`config.mk`:
```
export PLATFORM = sky130hd
export DESIGN_NAME = sxl_ctrl
export DESIGN_NICKNAME = d
export VERILOG_FILES = /design/src/design/sxl_pkg.sv /design/src/design/sxl_ctrl.sv
export SDC_FILE = /design/constraint.sdc
export NUM_CORES = 1
export LEC_CHECK = 0
export ABC_CLOCK_PERIOD_IN_PS = 1900
export BUFFER_PORTS_ARGS = -buffer_cell sky130_fd_sc_hd__buf_2
export CAP_MARGIN = 10
export CORE_MARGIN = 5
export CORE_UTILIZATION = 46
export DETAILED_ROUTE_END_ITERATION = 8
export PLACE_DENSITY = 0.91
export SYNTH_ARGS = -nofsm -noshare
export SYNTH_HDL_FRONTEND = slang
export SYNTH_SLANG_ARGS = --single-unit
```
`constraint.sdc`:
```
create_clock -name sys_clk_i -period 1.9 [get_ports sys_clk_i]
set_input_delay 0.095 -clock sys_clk_i [delete_from_list [all_inputs] [get_ports sys_clk_i]]
set_output_delay 0.095 -clock sys_clk_i [all_outputs]
set_load 0.1 [all_outputs]
```
`src/design/sxl_pkg.sv`:
```
// constants and types for the system exception and low-power controller
package sxl_pkg;
  localparam logic [15:0] SXL_ADDR_BRK_STAT = 16'hfe00;
  localparam logic [15:0] SXL_ADDR_RST_CAUSE = 16'hfe01;
  localparam logic [15:0] SXL_ADDR_BRK_CTRL = 16'hfe03;
  // pending-status registers have no printed address; chosen here
  localparam logic [15:0] SXL_ADDR_IRQ_A = 16'hfe04;
  localparam logic [15:0] SXL_ADDR_IRQ_B = 16'hfe05;
  localparam logic [15:0] SXL_ADDR_IRQ_C = 16'hfe06;
  localparam logic [15:0] SXL_SWI_VECTOR = 16'hfffc;
  // field positions
  localparam int SXL_WBX_BIT = 1;
  localparam int SXL_BREAK_FLAG_CLEAR_ENABLE_BIT = 7;
  localparam int SXL_RC_POR = 7;
  localparam int SXL_RC_PIN = 6;
  localparam int SXL_RC_WDOG = 5;
  localparam int SXL_RC_BADOP = 4;
  localparam int SXL_RC_BADADR = 3;
  localparam int SXL_RC_MON = 2;
  localparam int SXL_RC_LV = 1;
  localparam int SXL_IRQ_SRCS = 20;
  localparam logic [7:0] SXL_RC_POR_VAL = 8'h80;
  // stop recovery in reference-clock cycles
  localparam logic [11:0] SXL_REC_LONG = 12'hfff;
  localparam logic [11:0] SXL_REC_SHORT = 12'h01f;
  typedef enum logic [1:0] {
    SXL_RUN = 2'b00,
    SXL_WAIT = 2'b01,
    SXL_STOP = 2'b10,
    SXL_RECOVER = 2'b11
  } sxl_mode_e;
endpackage : sxl_pkg

```
`src/design/sxl_ctrl.sv`:
```
// system exception and low-power controller, single clock
module sxl_ctrl (
  input wire logic sys_clk_i,
  input wire logic resetn_i,
  input wire logic por_i,
  input wire logic pin_rst_i,
  input wire logic wdog_rst_i,
  input wire logic bad_opcode_i,
  input wire logic bad_address_i,
  input wire logic brownout_i,
  input wire logic monitor_entry_i,
  input wire logic [sxl_pkg::SXL_IRQ_SRCS-1:0] irq_pending_i,
  input wire logic irq_wake_i,
  input wire logic break_req_i,
  input wire logic break_end_i,
  input wire logic wait_instr_i,
  input wire logic stop_instr_i,
  input wire logic short_stop_recovery_i,
  input wire logic watchdog_disable_i,
  input wire logic flag_clear_req_i,
  input wire logic second_step_i,
  input wire logic [15:0] addr_i,
  input wire logic rd_i,
  input wire logic wr_i,
  input wire logic [7:0] wdata_i,
  output logic [7:0] rdata_o,
  output logic sys_reset_o,
  output logic break_active_o,
  output logic vector_force_o,
  output logic [15:0] vector_addr_o,
  output logic imask_clear_o,
  output logic cpu_clk_en_o,
  output logic periph_clk_en_o,
  output logic bus_clk_en_o,
  output logic ref_clk_en_o,
  output logic watchdog_run_o,
  output logic stack_start_o,
  output logic flag_clear_ok_o
);
  import sxl_pkg::*;

  // ==========================================================
  // state
  sxl_mode_e mode_q, mode_d;
  logic [11:0] cnt_q, cnt_d;
  logic [11:0] rec_lim_q;
  logic [7:0] cause_q, cause_d;
  logic wbx_q, wbx_d;
  logic break_flag_clear_enable_q;
  logic brk_q, brk_d;
  logic stack_q, stack_d;
  logic force_q;
  logic [7:0] rdata_d;

  // ==========================================================
  // helpers
  function automatic logic sxl_in_run(input sxl_mode_e m);
    return m == SXL_RUN;
  endfunction : sxl_in_run

  function automatic logic sxl_in_wait(input sxl_mode_e m);
    return m == SXL_WAIT;
  endfunction : sxl_in_wait

  function automatic logic sxl_in_stop(input sxl_mode_e m);
    return m == SXL_STOP;
  endfunction : sxl_in_stop

  // ==========================================================
  // decode
  wire any_rst = por_i | pin_rst_i | wdog_rst_i | bad_opcode_i |
    bad_address_i | brownout_i | monitor_entry_i;
  wire sel_bs = addr_i == SXL_ADDR_BRK_STAT;
  wire sel_rc = addr_i == SXL_ADDR_RST_CAUSE;
  wire sel_bc = addr_i == SXL_ADDR_BRK_CTRL;
  wire sel_ia = addr_i == SXL_ADDR_IRQ_A;
  wire sel_ib = addr_i == SXL_ADDR_IRQ_B;
  wire sel_ic = addr_i == SXL_ADDR_IRQ_C;
  wire [7:0] irq_a = {irq_pending_i[5:0], 2'b00};
  wire [7:0] irq_b = irq_pending_i[13:6];
  wire [7:0] irq_c = {2'b00, irq_pending_i[19:14]};
  wire [7:0] bs_val = 8'(wbx_q) << SXL_WBX_BIT;
  wire [7:0] bc_val = 8'(break_flag_clear_enable_q) << SXL_BREAK_FLAG_CLEAR_ENABLE_BIT;
  wire rec_done = cnt_q == rec_lim_q;

  // ==========================================================
  // mode sequencing
  always_comb begin
    mode_d = mode_q;
    cnt_d = cnt_q + 12'h001;
    stack_d = 1'b0;
    wbx_d = wbx_q;
    brk_d = brk_q;
    if (break_req_i) begin
      brk_d = 1'b1;
    end else if (break_end_i) begin
      brk_d = 1'b0;
    end
    // clear first so a break exit in the same cycle still sets the flag
    if (wr_i & sel_bs & ~wdata_i[SXL_WBX_BIT]) begin
      wbx_d = 1'b0;
    end
    unique case (mode_q)
      SXL_RUN: begin
        if (stop_instr_i) begin
          mode_d = SXL_STOP;
          cnt_d = 12'h000;
        end else if (wait_instr_i) begin
          mode_d = SXL_WAIT;
        end
      end
      SXL_WAIT: begin
        if (break_req_i) begin
          mode_d = SXL_RUN;
          wbx_d = 1'b1;
        end else if (irq_wake_i) begin
          mode_d = SXL_RUN;
          stack_d = 1'b1;
        end
      end
      SXL_STOP: begin
        cnt_d = 12'h000;
        if (irq_wake_i | break_req_i) begin
          mode_d = SXL_RECOVER;
        end
      end
      SXL_RECOVER: begin
        if (rec_done) begin
          mode_d = SXL_RUN;
          stack_d = 1'b1;
        end
      end
    endcase
  end

  // reset cause: read clears, new sources accumulate
  always_comb begin
    cause_d = cause_q;
    if (rd_i & sel_rc) begin
      cause_d = 8'h00;
    end
    cause_d[SXL_RC_PIN] = cause_d[SXL_RC_PIN] | pin_rst_i;
    cause_d[SXL_RC_WDOG] = cause_d[SXL_RC_WDOG] | wdog_rst_i;
    cause_d[SXL_RC_BADOP] = cause_d[SXL_RC_BADOP] | bad_opcode_i;
    cause_d[SXL_RC_BADADR] = cause_d[SXL_RC_BADADR] | bad_address_i;
    cause_d[SXL_RC_MON] = cause_d[SXL_RC_MON] | monitor_entry_i;
    cause_d[SXL_RC_LV] = cause_d[SXL_RC_LV] | brownout_i;
    if (por_i) begin
      cause_d = SXL_RC_POR_VAL;
    end
  end

  // ==========================================================
  // flops; a system reset returns the sequencer to run on the next clock edge
  always_ff @(posedge sys_clk_i or negedge resetn_i) begin
    if (!resetn_i) begin
      mode_q <= SXL_RUN;
      cnt_q <= 12'h000;
      stack_q <= 1'b0;
      brk_q <= 1'b0;
      wbx_q <= 1'b0;
      force_q <= 1'b0;
    end else if (any_rst) begin
      mode_q <= SXL_RUN;
      cnt_q <= 12'h000;
      stack_q <= 1'b0;
      brk_q <= 1'b0;
      wbx_q <= 1'b0;
      force_q <= 1'b0;
    end else begin
      mode_q <= mode_d;
      cnt_q <= cnt_d;
      stack_q <= stack_d;
      brk_q <= brk_d;
      wbx_q <= wbx_d;
      force_q <= break_req_i;
    end
  end

  // cause register survives the non-power-on resets
  always_ff @(posedge sys_clk_i or negedge resetn_i) begin
    if (!resetn_i) begin
      cause_q <= SXL_RC_POR_VAL;
    end else begin
      cause_q <= cause_d;
    end
  end

  // recovery length sampled on every cycle spent in stop
  always_ff @(posedge sys_clk_i or negedge resetn_i) begin
    if (!resetn_i) begin
      break_flag_clear_enable_q <= 1'b0;
      rec_lim_q <= SXL_REC_LONG;
    end else begin
      if (wr_i & sel_bc) begin
        break_flag_clear_enable_q <= wdata_i[SXL_BREAK_FLAG_CLEAR_ENABLE_BIT];
      end
      if (mode_q == SXL_STOP) begin
        rec_lim_q <= short_stop_recovery_i ? SXL_REC_SHORT : SXL_REC_LONG;
      end
    end
  end

  // ==========================================================
  // read data
  always_comb begin
    rdata_d = 8'h00;
    if (sel_bs) begin
      rdata_d = bs_val;
    end else if (sel_rc) begin
      rdata_d = cause_q;
    end else if (sel_bc) begin
      rdata_d = bc_val;
    end else if (sel_ia) begin
      rdata_d = irq_a;
    end else if (sel_ib) begin
      rdata_d = irq_b;
    end else if (sel_ic) begin
      rdata_d = irq_c;
    end
  end

  always_ff @(posedge sys_clk_i or negedge resetn_i) begin
    if (!resetn_i) begin
      rdata_o <= 8'h00;
    end else if (rd_i) begin
      rdata_o <= rdata_d;
    end
  end

  // ==========================================================
  // outputs
  assign sys_reset_o = any_rst;
  assign break_active_o = brk_q;
  assign vector_force_o = force_q;
  assign vector_addr_o = SXL_SWI_VECTOR;
  // with the enable bit clear, break blocks every clear, first or second step alike
  assign flag_clear_ok_o = (~brk_q | break_flag_clear_enable_q) &
    (flag_clear_req_i | second_step_i);
  assign imask_clear_o = sxl_in_run(mode_q) &
    (wait_instr_i | stop_instr_i);
  assign cpu_clk_en_o = sxl_in_run(mode_q);
  assign periph_clk_en_o = sxl_in_run(mode_q) | sxl_in_wait(mode_q);
  assign bus_clk_en_o = ~sxl_in_stop(mode_q);
  assign ref_clk_en_o = ~sxl_in_stop(mode_q);
  assign watchdog_run_o = ~watchdog_disable_i & ~sxl_in_stop(mode_q);
  assign stack_start_o = stack_q;
endmodule : sxl_ctrl

```
# Word-level counts from Yosys, hierarchy flattened
# Index checks and enable logic that the tools add are counted.
# word_totals
in_bits,64
wordCells,91
ff_bits,47
# op_classes
reduce_logical,4
addsub,1
n_bitwise,28
n_mux,33
n_eq_ne,14
# op_table
op,n
$eq 16x16->1 const B,6
$mux 8,7
$mux 12,3
$pmux 12 s2,1
$or 1x1->1,17
$mux 2,7
$add 12x1->12 const B,1
$eq 12x12->1,1
$mux 1,12
$ne 4x4->1 const B,2
$pmux 2 s4,1
$and 1x1->1,7
$mux 6,1
$ne 3x3->1 const B,2
$eq 2x2->1 const B,2
$not 1->1,4
$reduce_and 4->1,1
$reduce_bool 3->1,1
$eq 2x1->1 const B,1
$logic_not 2->1,1
$pmux 1 s2,1
$reduce_bool 2->1,1

# Logic depth before layout (Yosys ltp)
# Gate-level depths: netlist (run 1).
# logic_depth
word_depth,8
depth_mapped,6

# Least setup slack after synthesis (run 1)
# OpenSTA, ideal clock, no wires.
# synth_timing
path_type,flip-flop to output port
start,register mode_q[0]
end,output watchdog_run_o
arrival_time_ns,2.697
slack_ns,-0.892
stages_incl_launch_ff,3
t_required_ns,1.805
cell_sequence,dfrtp_1 nand2b_1 nor2b_1
# synth_between
elab_chain_cells,3
# synth_rtl
item,line_no,rtl
"start, declared",sxl_ctrl.sv:44,"sxl_mode_e mode_q, mode_d;"
"start signal, assigned",sxl_ctrl.sv:171,mode_q <= mode_d;
$eq 2x2->1,--,
$not 1->1,--,
named net bus_clk_en_o,sxl_ctrl.sv:34,"output logic bus_clk_en_o,"
$and 1x1->1,sxl_ctrl.sv:246,assign watchdog_run_o = ~watchdog_disable_i & ~sxl_in_stop(mode_q);
"end, declared",sxl_ctrl.sv:36,"output logic watchdog_run_o,"
# The timed path passes the listed nets, and every way through them passes these cells.

# Final worst setup path (run 1)
# layout_timing
start,register mode_q[0]
end,output watchdog_run_o
# layout_between
elab_chain_cells,3
# layout_rtl
item,line_no,rtl
$eq 2x2->1,sxl_ctrl.sv:66,return m == SXL_STOP;
$not 1->1,sxl_ctrl.sv:246,
$and 1x1->1,sxl_ctrl.sv:246,
# No other way between the ends.

==> key figures, run 1 <==
Layout
  – Final Util: 57.93%
  – Antenna cells: 0
  – Fraction of layout instances using a drive strength above 1: 33.55%
  – # fillers: 389
  – Post-layout instance area: 0.002505 sq mm
  – Layout net count: 368
  – Final cell count without fillers: 356
  – Synth-to-Final Area Change: 23.73%

Detailed routing
  – Wire length per cell after detailed routing: 12.92 um
  – DR vias: 1,802
  – Final Routed Wirelength: 4.600 mm
  – Number of DRC violations after detailed-routing iteration 0: 47
  – Count of nets left with antenna violations after detail routing: 0
  – Total DRC errors in the routed layout: 0
  – Post-DR vias/cell: 5.062
  – Router iterations before antenna repair: 4

Setup path
  – Cell family with the largest share of critical-path delay: flip-flops
  – CP max stage cell: sky130_fd_sc_hd__dfrtp_1
  – Worst reg2reg path startpoint: cnt_q[5]
  – Worst path bufs/invs: 1
  – Data arrival, critical path: 1520 ps
  – Worst R2R Path Depth: 4
  – Endpoint of the worst-slack reg-to-reg timing path: mode_q[0]
  – Type of element launching the critical path: register
  – Critical Path, Cell by Cell: nand2b_1, nor2b_2, buf_2
  – Worst Setup End Kind: output pin
  – Max Fanout on Critical Path: 7
  – Slowest stage delay, CP: 450 ps
  – Required time at the endpoint of the critical path: 1800 ps
  – Setup Crit Path Kind: reg -> out
  – Setup slack, reg-to-reg: 300 ps

Pwr
  – Leakage Power: 1.182 nW
  – Peak supply drop: 0.4566 mV
  – Ratio of total power to cell area: 712.3 mW/mm^2
  – Post-route total power: 1.784 mW

Global route
  – First-pass GRT wire length: 7.320 mm
  – Vias in the first global route: 1,651
  – Pin count of the biggest net entering global routing: 36
  – Antenna violations before repair: 1
  – GRT Util Overall: 15.11%
  – Remaining global-route overflow: 0

Synthesis
  – EDFF count, synth: 0
  – Post-synthesis sequential element count: 35
  – Dominant cell type by area after synthesis: sky130_fd_sc_hd__dfrtp_1
  – Average cell area after synthesis: 8.840 sq um
  – Netlist area before placement: 0.002024 sq mm
  – Top post-synthesis cells by count: sky130_fd_sc_hd__dfrtp_1 (33), sky130_fd_sc_hd__nor2_1 (33), sky130_fd_sc_hd__inv_1 (20)
  – Cell count after synthesis: 229
  – Number of warnings printed during yosys synthesis: 0
  – Largest cells by area after synthesis: sky130_fd_sc_hd__dfrtp_1 (41%), sky130_fd_sc_hd__buf_4 (6.7%), sky130_fd_sc_hd__nor2_1 (6.1%), sky130_fd_sc_hd__a21oi_1 (4.0%), sky130_fd_sc_hd__inv_1 (3.7%)
  – Share of flip-flops with an asynchronous set or reset after synthesis: 100.0%
  – Number of library cell types mapped by synthesis: 46
  – Proportion of netlist area held by the largest area contributor: 40.79%
  – Part of the Yosys area used for sequential elements: 43.39%
  – Dominant register cell in the synthesized netlist: sky130_fd_sc_hd__dfrtp_1

Placement
  – GPL Wtd Cong: 0.8486
  – Placed Instance Area: 0.002369 sq mm
  – Post-detail-place hpwl: 3.664 mm
  – Number of placed instances, taps included: 346
  – Port Buffer Count: 76

Floorplan
  – # rows: 24
  – Die Height: 76.34 um
  – Initial cell density of the core: 46.82%
  – Die area: 0.005828 sq mm
  – Die Width: 76.34 um
  – CORE AREA: 0.004324 sq mm
  – I/O pin count: 99

STA
  – Total setup violations reported at the end of the flow: 0
  – Fin crit share: 85.00%
  – Setup skew after layout: 8.681 ps
  – Hold Slack: 41.51 ps
  – Setup repair after global routing missed its margin: no
  – Max transition margin: 49.19%
  – Maximum clock rate: 619.2 MHz
  – Minimum period implied by the final worst setup slack: 1615 ps
  – Tightest Pin Transition: 762.1 ps
  – Count of final hold-check violations: 0
  – Pins over their slew limit: 0

Run
  – Max Cap Violations: 0

Worst hold path
  – Startpoint of the worst hold path: wdog_rst_i
  – Hold Path End: cause_q[5]
  – Tightest Hold Check Type: in -> reg
  – Worst Hold Depth: 3

Clock network
  – Clock latency at the later pin of the worst-skew pair: 290 ps
  – Root buffer cell: sky130_fd_sc_hd__clkbuf_8
  – PostCTS Resize Cnt: 0
  – Clock sinks: 35
  – Clock buffer count from CTS: 5
  – Clock tree from TritonCTS: done
  – Total number of H-tree levels: 2
  – Clock Path Buffers: 2
  – Clock-pin slew of the registers on the worst-case setup and hold paths: 80 ps

Run status
  – Status: complete, no violations
-- layout by cell type, fill, tap and decap left out, drive strengths merged, types with 2 or more instances in the layout --
master       synthesis  layout
o21a                 2       2
nand2b               2       2
nor2b                8       8
o21ai                5       5
o221ai               8       8
dfrtp               33      33
dlygate4sd3          0       2
nand4                3       3
dfstp                2       2
xnor2                6       6
nand2               16      16
clkbuf               3       5
inv                 20      21
nor2                33      33
conb                 2      16
mux2                 5       5
nand4b               2       2
a21oi               16      16
xor2                 4       4
or4                  2       2
nor3                 3       3
nor4                 6       6
nand3                9       9
buf                 23      77
-- tightest hold or removal path: stages --
cell,delay (ps)
sky130_fd_sc_hd__buf_2,90
sky130_fd_sc_hd__a21oi_1,40
sky130_fd_sc_hd__nor2_1,70
-- layout make-up --
class | instances | area, sq um | share of cell area (%)
Clock buffer | 5 | 68.82 | 2.747
Clock inverter | 3 | 47.55 | 1.898
Inverter | 20 | 75.07 | 2.997
Multi-Input combinational cell | 162 | 962.2 | 38.41
Sequential cell | 35 | 878.3 | 35.06
Tap cell | 52 | 65.06 | 2.597
Timing Repair Buffer | 79 | 407.9 | 16.28
-- repair_timing --
| action | in CTS | in global routing |
|---|---|---|
| buffers inserted | 0 | 0 |
| hold buffers | 2 | 0 |
| endpoints found under the hold margin | 34 | 0 |
-- report_power, final --
part           internal [mW]  leakage, nW  switching, mW
Sequential             0.758        0.473        0.00733
Combinational         0.0811        0.650          0.252
Clock                  0.397       0.0587          0.288
Total                   1.24         1.18          0.547
-- cell families after synthesis --
logic type	count (synthesis)	synth area share, %
multiplexers	6	3.275
AND/OR/NAND/NOR	91	23.73
adder cells (fa/ha/maj)	1	0.6179
buffers and inverters	46	12.11
other	2	0.3710
flip-flops	35	43.39
XOR/XNOR	10	4.326
AO/OA/AOI/OAI	38	12.18
-- stage by stage --
| step | worst slack (ps) | TNS [ps] |
|---|---|---|
| finish | 284.9 | 0 |
| global route | 209.5 | 0 |
| floorplan | -451.3 | -751.7 |
| CTS | 275.4 | 0 |
| detailed placement | 311.5 | 0 |
| global placement | 328.5 | 0 |
-- flip-flops by register name (all words and copies together), names as in the netlist --
name	count
stack_start_o	1
break_flag_clear_enable_q	1
cause_q	7
vector_force_o	1
rdata_o	8
wbx_q	1
rec_lim_q	1
break_active_o	1
cnt_q	12
mode_q	2
-- worst max-delay path by stage --
stage / from / to / cells after the start
4_1_cts: mode_q[0] / watchdog_run_o / 3
3_5_place_dp: cnt_q[5] / mode_q[0] / 4
2_1_floorplan: mode_q[0] / watchdog_run_o / 2
5_1_grt: mode_q[0] / watchdog_run_o / 3
3_3_place_gp: cnt_q[5] / mode_q[0] / 4
6_report: mode_q[0] / watchdog_run_o / 3
-- per-layer routing --
metal / share of wire [%] / global-route usage, % / vias up
met3: 10 / 7.210 / 7
li1: - / - / 892
met1: 39 / 16.85 / 835
met5: 0.15 / 0 / -
met2: 50 / 25.94 / 66
met4: 0.72 / 3.497 / 2
Note: power is estimated with default switching activity, not from simulation.
==> run 2: changes to the inputs <==
- ABC_AREA: not set -> 1
- CORE_UTILIZATION: 46 -> 47
==> key figures, run 2 <==
Floorplan
  – Initial cell density of the core: 49.21%
  – CORE AREA: 0.004414 sq mm
  – # rows: 24
  – Die Width: 77.98 um
  – Die Height: 77.98 um
  – Die area: 0.006081 sq mm
  – I/O pin count: 99

Placement
  – Port Buffer Count: 76
  – Post-detail-place hpwl: 4.032 mm
  – Number of placed instances, taps included: 409
  – Placement Setup Slack: 474.9 ps
  – Placed Instance Area: 0.002524 sq mm
  – GPL Wtd Cong: 0.8340

Clock network
  – Clock Path Buffers: 2
  – Clock buffer count from CTS: 5
  – PostCTS Resize Cnt: 0
  – Clock sinks: 35
  – Root buffer cell: sky130_fd_sc_hd__clkbuf_8
  – Total number of H-tree levels: 2
  – Clock-pin slew of the registers on the worst-case setup and hold paths: 80 ps
  – Clock tree from TritonCTS: done
  – Clock latency at the later pin of the worst-skew pair: 290 ps

Layout
  – Regs by FF count: cnt_q: 12 flops, rdata_o: 8 flops, cause_q: 7 flops
  – Max FFs per register: 12
  – Post-layout instance area: 0.002656 sq mm
  – Commonest non-fill, non-tap cells in the layout: sky130_fd_sc_hd__buf_2 (76), sky130_fd_sc_hd__nand2_1 (60), sky130_fd_sc_hd__nor2_1 (36), sky130_fd_sc_hd__dfrtp_1 (33), sky130_fd_sc_hd__nand3_1 (31)
  – Most frequent standard cell in the layout excluding fill and tap cells: sky130_fd_sc_hd__buf_2
  – Final Util: 60.18%
  – Layout net count: 431
  – Fraction of layout instances using a drive strength above 1: 29.70%
  – Synth-to-Final Area Change: 22.29%
  – Final cell count without fillers: 419
  – Register Area: 878.3 sq um
  – Antenna cells: 0
  – # fillers: 406
  – Total area of multi-input combinational cells: 0.001060 sq mm
  – Top reg by flops: cnt_q

Synthesis
  – Most frequent cell after synthesis: sky130_fd_sc_hd__nand2_1
  – Share of flip-flops with an asynchronous set or reset after synthesis: 100.0%
  – Top post-synthesis cells by count: sky130_fd_sc_hd__nand2_1 (60), sky130_fd_sc_hd__nor2_1 (38), sky130_fd_sc_hd__dfrtp_1 (33)
  – Post-Synth XOR/XNOR Area: 0.4032%
  – Post-synthesis sequential element count: 35
  – Dominant combinational cell family by area after synthesis: simple AND/OR/NAND/NOR gates
  – Number of warnings printed during yosys synthesis: 0
  – Number of library cell types mapped by synthesis: 35
  – Proportion of synthesized area in mux cells: 0%
  – Area fraction in compound gates after synthesis: 7.546%
  – Netlist area before placement: 0.002172 sq mm
  – Proportion of netlist area held by the largest area contributor: 38.02%
  – Cell count after synthesis: 286
  – Dominant register cell in the synthesized netlist: sky130_fd_sc_hd__dfrtp_1
  – Largest cells by area after synthesis: sky130_fd_sc_hd__dfrtp_1 (38%), sky130_fd_sc_hd__nand2_1 (10%), sky130_fd_sc_hd__nand3_1 (7.1%), sky130_fd_sc_hd__nor2_1 (6.6%), sky130_fd_sc_hd__buf_4 (6.2%)
  – Post-synthesis simple-gate area fraction: 37.10%
  – Part of the Yosys area used for sequential elements: 40.44%
  – EDFF count, synth: 0
  – Dominant cell type by area after synthesis: sky130_fd_sc_hd__dfrtp_1
  – Adder-cell share of the synthesized area: 0.5760%
  – Average cell area after synthesis: 7.595 sq um

Setup path
  – Setup Crit Path Kind: reg -> out
  – Type of element launching the critical path: register
  – Setup slack, reg-to-reg: 470 ps
  – Data arrival, critical path: 1590 ps
  – Max Fanout on Critical Path: 7
  – Required time at the endpoint of the critical path: 1800 ps
  – Worst Setup End Kind: output pin

STA
  – Tightest Pin Transition: 775.4 ps
  – Sum of negative setup slack: 0 ps
  – Count of final hold-check violations: 0
  – Setup repair after global routing missed its margin: no
  – Setup skew after layout: 7.575 ps
  – Hold Slack: 47.89 ps
  – Minimum period implied by the final worst setup slack: 1685 ps
  – Total setup violations reported at the end of the flow: 0
  – Pins over their slew limit: 0
  – Maximum clock rate: 593.3 MHz
  – Fin crit share: 88.71%
  – Final setup margin: 214.5 ps
  – Max transition margin: 48.31%

Global route
  – First-pass GRT wire length: 8.556 mm
  – Antenna violations before repair: 0
  – Pin count of the biggest net entering global routing: 36
  – GRT Util Overall: 17.06%
  – Vias in the first global route: 1,990
  – Remaining global-route overflow: 0

Run status
  – Status: complete, no violations

Run
  – Max Cap Violations: 0

Detailed routing
  – Count of nets left with antenna violations after detail routing: 0
  – Wire length per cell after detailed routing: 12.40 um
  – Post-DR vias/cell: 5.093
  – Total DRC errors in the routed layout: 0
  – DR vias: 2,134
  – Number of DRC violations after detailed-routing iteration 0: 79
  – Final Routed Wirelength: 5.196 mm
  – Router iterations before antenna repair: 5

Pwr
  – Peak supply drop: 0.4036 mV
  – Leakage Power: 1.440 nW
  – Post-route total power: 1.760 mW
  – Ratio of total power to cell area: 662.4 mW/mm^2

Worst hold path
  – Tightest Hold Check Type: in -> reg
==> run 2: final cells by class <==
type	count	area share, %
timing repair buffer	79	15.36
inverter	34	4.993
tap	52	2.449
clock buffer	5	2.591
clock inverter	3	1.649
multi-input combinational	211	39.90
sequential	35	33.07
==> run 2: path summary, 6_finish.rpt <==
check | startpoint | endpoint | cells after the start
max | mode_q[1] | ref_clk_en_o | 4
min | bad_opcode_i | cause_q[4] | 3
max reg2reg | cnt_q[0] | cnt_q[10] | 6
min reg2reg | cnt_q[0] | cnt_q[0] | 1
max in group asynchronous | resetn_i | mode_q[0] | 2
min in group asynchronous | resetn_i | rdata_o[4] | 2
==> run 2: what timing repair did <==
item / CTS / global route
hold buffers: 2 / 0
setup buffers: 0 / 0
hold endpoints to repair: 34 / 0
==> run 2: worst max-delay path, cell delays in order, from the launching register on <==
cell,delay [ps]
sky130_fd_sc_hd__dfrtp_1,470
sky130_fd_sc_hd__inv_1,100
sky130_fd_sc_hd__nor2_1,250
sky130_fd_sc_hd__clkinvlp_4,170
sky130_fd_sc_hd__buf_2,310
==> run 2: logic make-up after synthesis <==
family | after synthesis
buffers and inverters | 54
other | 2
AO/OA/AOI/OAI | 29
flip-flops | 35
adder cells (fa/ha/maj) | 1
XOR/XNOR | 1
AND/OR/NAND/NOR | 164
==> run 2: metal layers <==
metal	wire length (um)	track usage, %
met5	0	0
met1	2045	20.71
met2	2591	28.96
met4	74	5.405
met3	484	5.093
==> run 2: power by group <==
group / total, mW / leakage [nW] / internal (mW) / switching [mW]
Sequential: 0.766 / 0.468 / 0.759 / 0.00764
Combinational: 0.322 / 0.914 / 0.0695 / 0.252
Clock: 0.671 / 0.0581 / 0.390 / 0.281
==> run 3: changes to the inputs <==
- GPL_TIMING_DRIVEN: not set -> 0
==> key figures, run 3 (synthesis gave the netlist of run 2 again) <==
Setup path
  – Setup Crit Path Kind: reg -> out
  – Required time at the endpoint of the critical path: 1800 ps
  – Data arrival, critical path: 1610 ps
  – Critical Path, Cell by Cell: inv_1, nor2_2, clkinvlp_4, buf_4, buf_2
  – Slowest stage delay, CP: 460 ps
  – Worst path bufs/invs: 4
  – Worst Setup End Kind: output pin
  – CP max stage cell: sky130_fd_sc_hd__dfrtp_1
  – Max Fanout on Critical Path: 7
  – Cell family with the largest share of critical-path delay: buffers and inverters
  – Type of element launching the critical path: register

Layout
  – Commonest non-fill, non-tap cells in the layout: sky130_fd_sc_hd__buf_2 (75), sky130_fd_sc_hd__nand2_1 (60), sky130_fd_sc_hd__nor2_1 (35), sky130_fd_sc_hd__dfrtp_1 (33), sky130_fd_sc_hd__nand3_1 (31)
  – Antenna cells: 0
  – Top reg by flops: cnt_q
  – Max FFs per register: 12
  – # fillers: 395
  – Final cell count without fillers: 437
  – Layout net count: 449
  – Most frequent standard cell in the layout excluding fill and tap cells: sky130_fd_sc_hd__buf_2
  – Total area of multi-input combinational cells: 0.001062 sq mm
  – Synth-to-Final Area Change: 28.05%
  – Fraction of layout instances using a drive strength above 1: 32.73%
  – Regs by FF count: cnt_q: 12 flops, rdata_o: 8 flops, cause_q: 7 flops
  – Register Area: 878.3 sq um

Clock network
  – Number of buffers inserted to repair setup after CTS: 0
  – Clock latency at the later pin of the worst-skew pair: 290 ps
  – Clock sinks: 35
  – Clock Path Buffers: 2
  – Root buffer cell: sky130_fd_sc_hd__clkbuf_8
  – Total number of H-tree levels: 2
  – Clock-pin slew of the registers on the worst-case setup and hold paths: 70 ps
  – Clock buffer count from CTS: 5
  – Clock tree from TritonCTS: done

STA
  – Maximum clock rate: 588.0 MHz
  – Tightest Pin Transition: 768.6 ps
  – Total setup violations reported at the end of the flow: 0
  – Fin crit share: 89.51%
  – Setup skew after layout: 6.704 ps
  – Minimum period implied by the final worst setup slack: 1701 ps
  – Max transition margin: 48.76%
  – Pins over their slew limit: 0
  – Count of final hold-check violations: 0
  – Setup repair after global routing missed its margin: no

Detailed routing
  – Final Routed Wirelength: 5.231 mm
  – Count of nets left with antenna violations after detail routing: 0
  – Total DRC errors in the routed layout: 0
  – Post-DR vias/cell: 4.892
  – DR vias: 2,138
  – Router iterations before antenna repair: 4
  – Number of DRC violations after detailed-routing iteration 0: 129
  – Wire length per cell after detailed routing: 11.97 um

Pwr
  – Ratio of total power to cell area: 585.9 mW/mm^2
  – Clk pwr share: 31.5%
  – Leakage Power: 1.507 nW
  – Sequential fraction of design power: 47.0%
  – Internal power contribution: 1.109 mW
  – Net switching power: 0.5204 mW
  – Post-route total power: 1.630 mW
  – Combinational group share of total power: 21.5%
  – Peak supply drop: 0.4213 mV
  – Sw Share: 31.93%

Floorplan
  – CORE AREA: 0.004414 sq mm
  – Die area: 0.006081 sq mm
  – Initial cell density of the core: 49.21%
  – Die Height: 77.98 um
  – Die Width: 77.98 um
  – I/O pin count: 99
  – # rows: 24

Placement
  – Number of placed instances, taps included: 427
  – Port Buffer Count: 75
  – Post-detail-place hpwl: 4.161 mm
  – GPL Wtd Cong: 0.8158

Global route
  – Remaining global-route overflow: 0
  – First-pass GRT wire length: 8.438 mm
  – Antenna violations before repair: 0
  – Vias in the first global route: 1,995
  – GRT Util Overall: 17.14%
  – Pin count of the biggest net entering global routing: 36

Run
  – Max Cap Violations: 0

Run status
  – Status: complete, no violations

Worst hold path
  – Tightest Hold Check Type: in -> reg
run 3: cell types whose count changed in the layout (fill, tap and decap cells not counted), sizes merged:
cell	previous run	this run
buf	77	95
bufinv	1	0
clkinv	4	3
clkbuf	5	7
run 3: per-stage QoR:
step                hold WS [ps]  setup TNS, ps  instance area [sq um]  worst slack, ps  utilization [%]
floorplan                 -200.6          -1566                   2237           -380.0                -
global placement           205.5              0                   2678            438.4            60.66
detailed placement         212.7              0                   2678            383.2            60.66
CTS                        24.54              0                   2779            55.89            62.95
global route               44.49              0                   2781            60.20            63.01
finish                     33.73              0                   2781            199.3            63.01
run 3: final timing paths:
path / slack, ps / startpoint / to / depth (start not counted)
hold / removal: 30 / wdog_rst_i / cause_q[5] / 3
max in group asynchronous: 990 / resetn_i / cnt_q[2] / 2
setup / recovery: 200 / mode_q[1] / ref_clk_en_o / 5
hold reg to reg: 460 / cnt_q[0] / cnt_q[0] / 1
min in group asynchronous: 410 / resetn_i / rdata_o[4] / 2
setup reg to reg: 490 / mode_q[1] / cnt_q[5] / 5
run 3: routing by layer:
metal / up-vias / GRT usage (%) / share of wire, %
li1: 1093 / - / -
met1: 964 / 19.07 / 40
met2: 73 / 30.05 / 50
met3: 8 / 6.134 / 8.4
met4: 0 / 6.081 / 1.5
met5: - / 0 / 0
run 3: power groups by stage:
stage | sequential [mW] | clock [mW] | combinational (mW)
2_1_floorplan | 0.779 | 0 | 0.254
3_3_place_gp | 0.780 | 0 | 0.342
3_5_place_dp | 0.780 | 0 | 0.346
4_1_cts | 0.766 | 0.536 | 0.350
5_1_grt | 0.767 | 0.561 | 0.375
6_report | 0.767 | 0.513 | 0.350
run 3: final cells by class:
cell class	count	share of cell area (%)
buffer	20	5.983
clock buffer	7	2.744
clock inverter	1	0.1799
inverter	34	4.768
multi-input combinational	211	38.19
sequential	35	31.58
tap	52	2.339
timing repair buffer	77	14.22
run 3: repair_timing:
action                                  4_1_cts  5_1_grt
gates resized for setup                       0        1
hold buffers                                  2        0
hold endpoints to repair                     34        0
endpoints found under the setup margin        0        1
run 3: worst register-to-register path: stages (launching register included):
cell	delay, ps
sky130_fd_sc_hd__dfrtp_1	450
sky130_fd_sc_hd__o21ai_0	400
sky130_fd_sc_hd__nand2_4	160
sky130_fd_sc_hd__inv_2	100
sky130_fd_sc_hd__o21ai_0	90
sky130_fd_sc_hd__a21oi_1	140
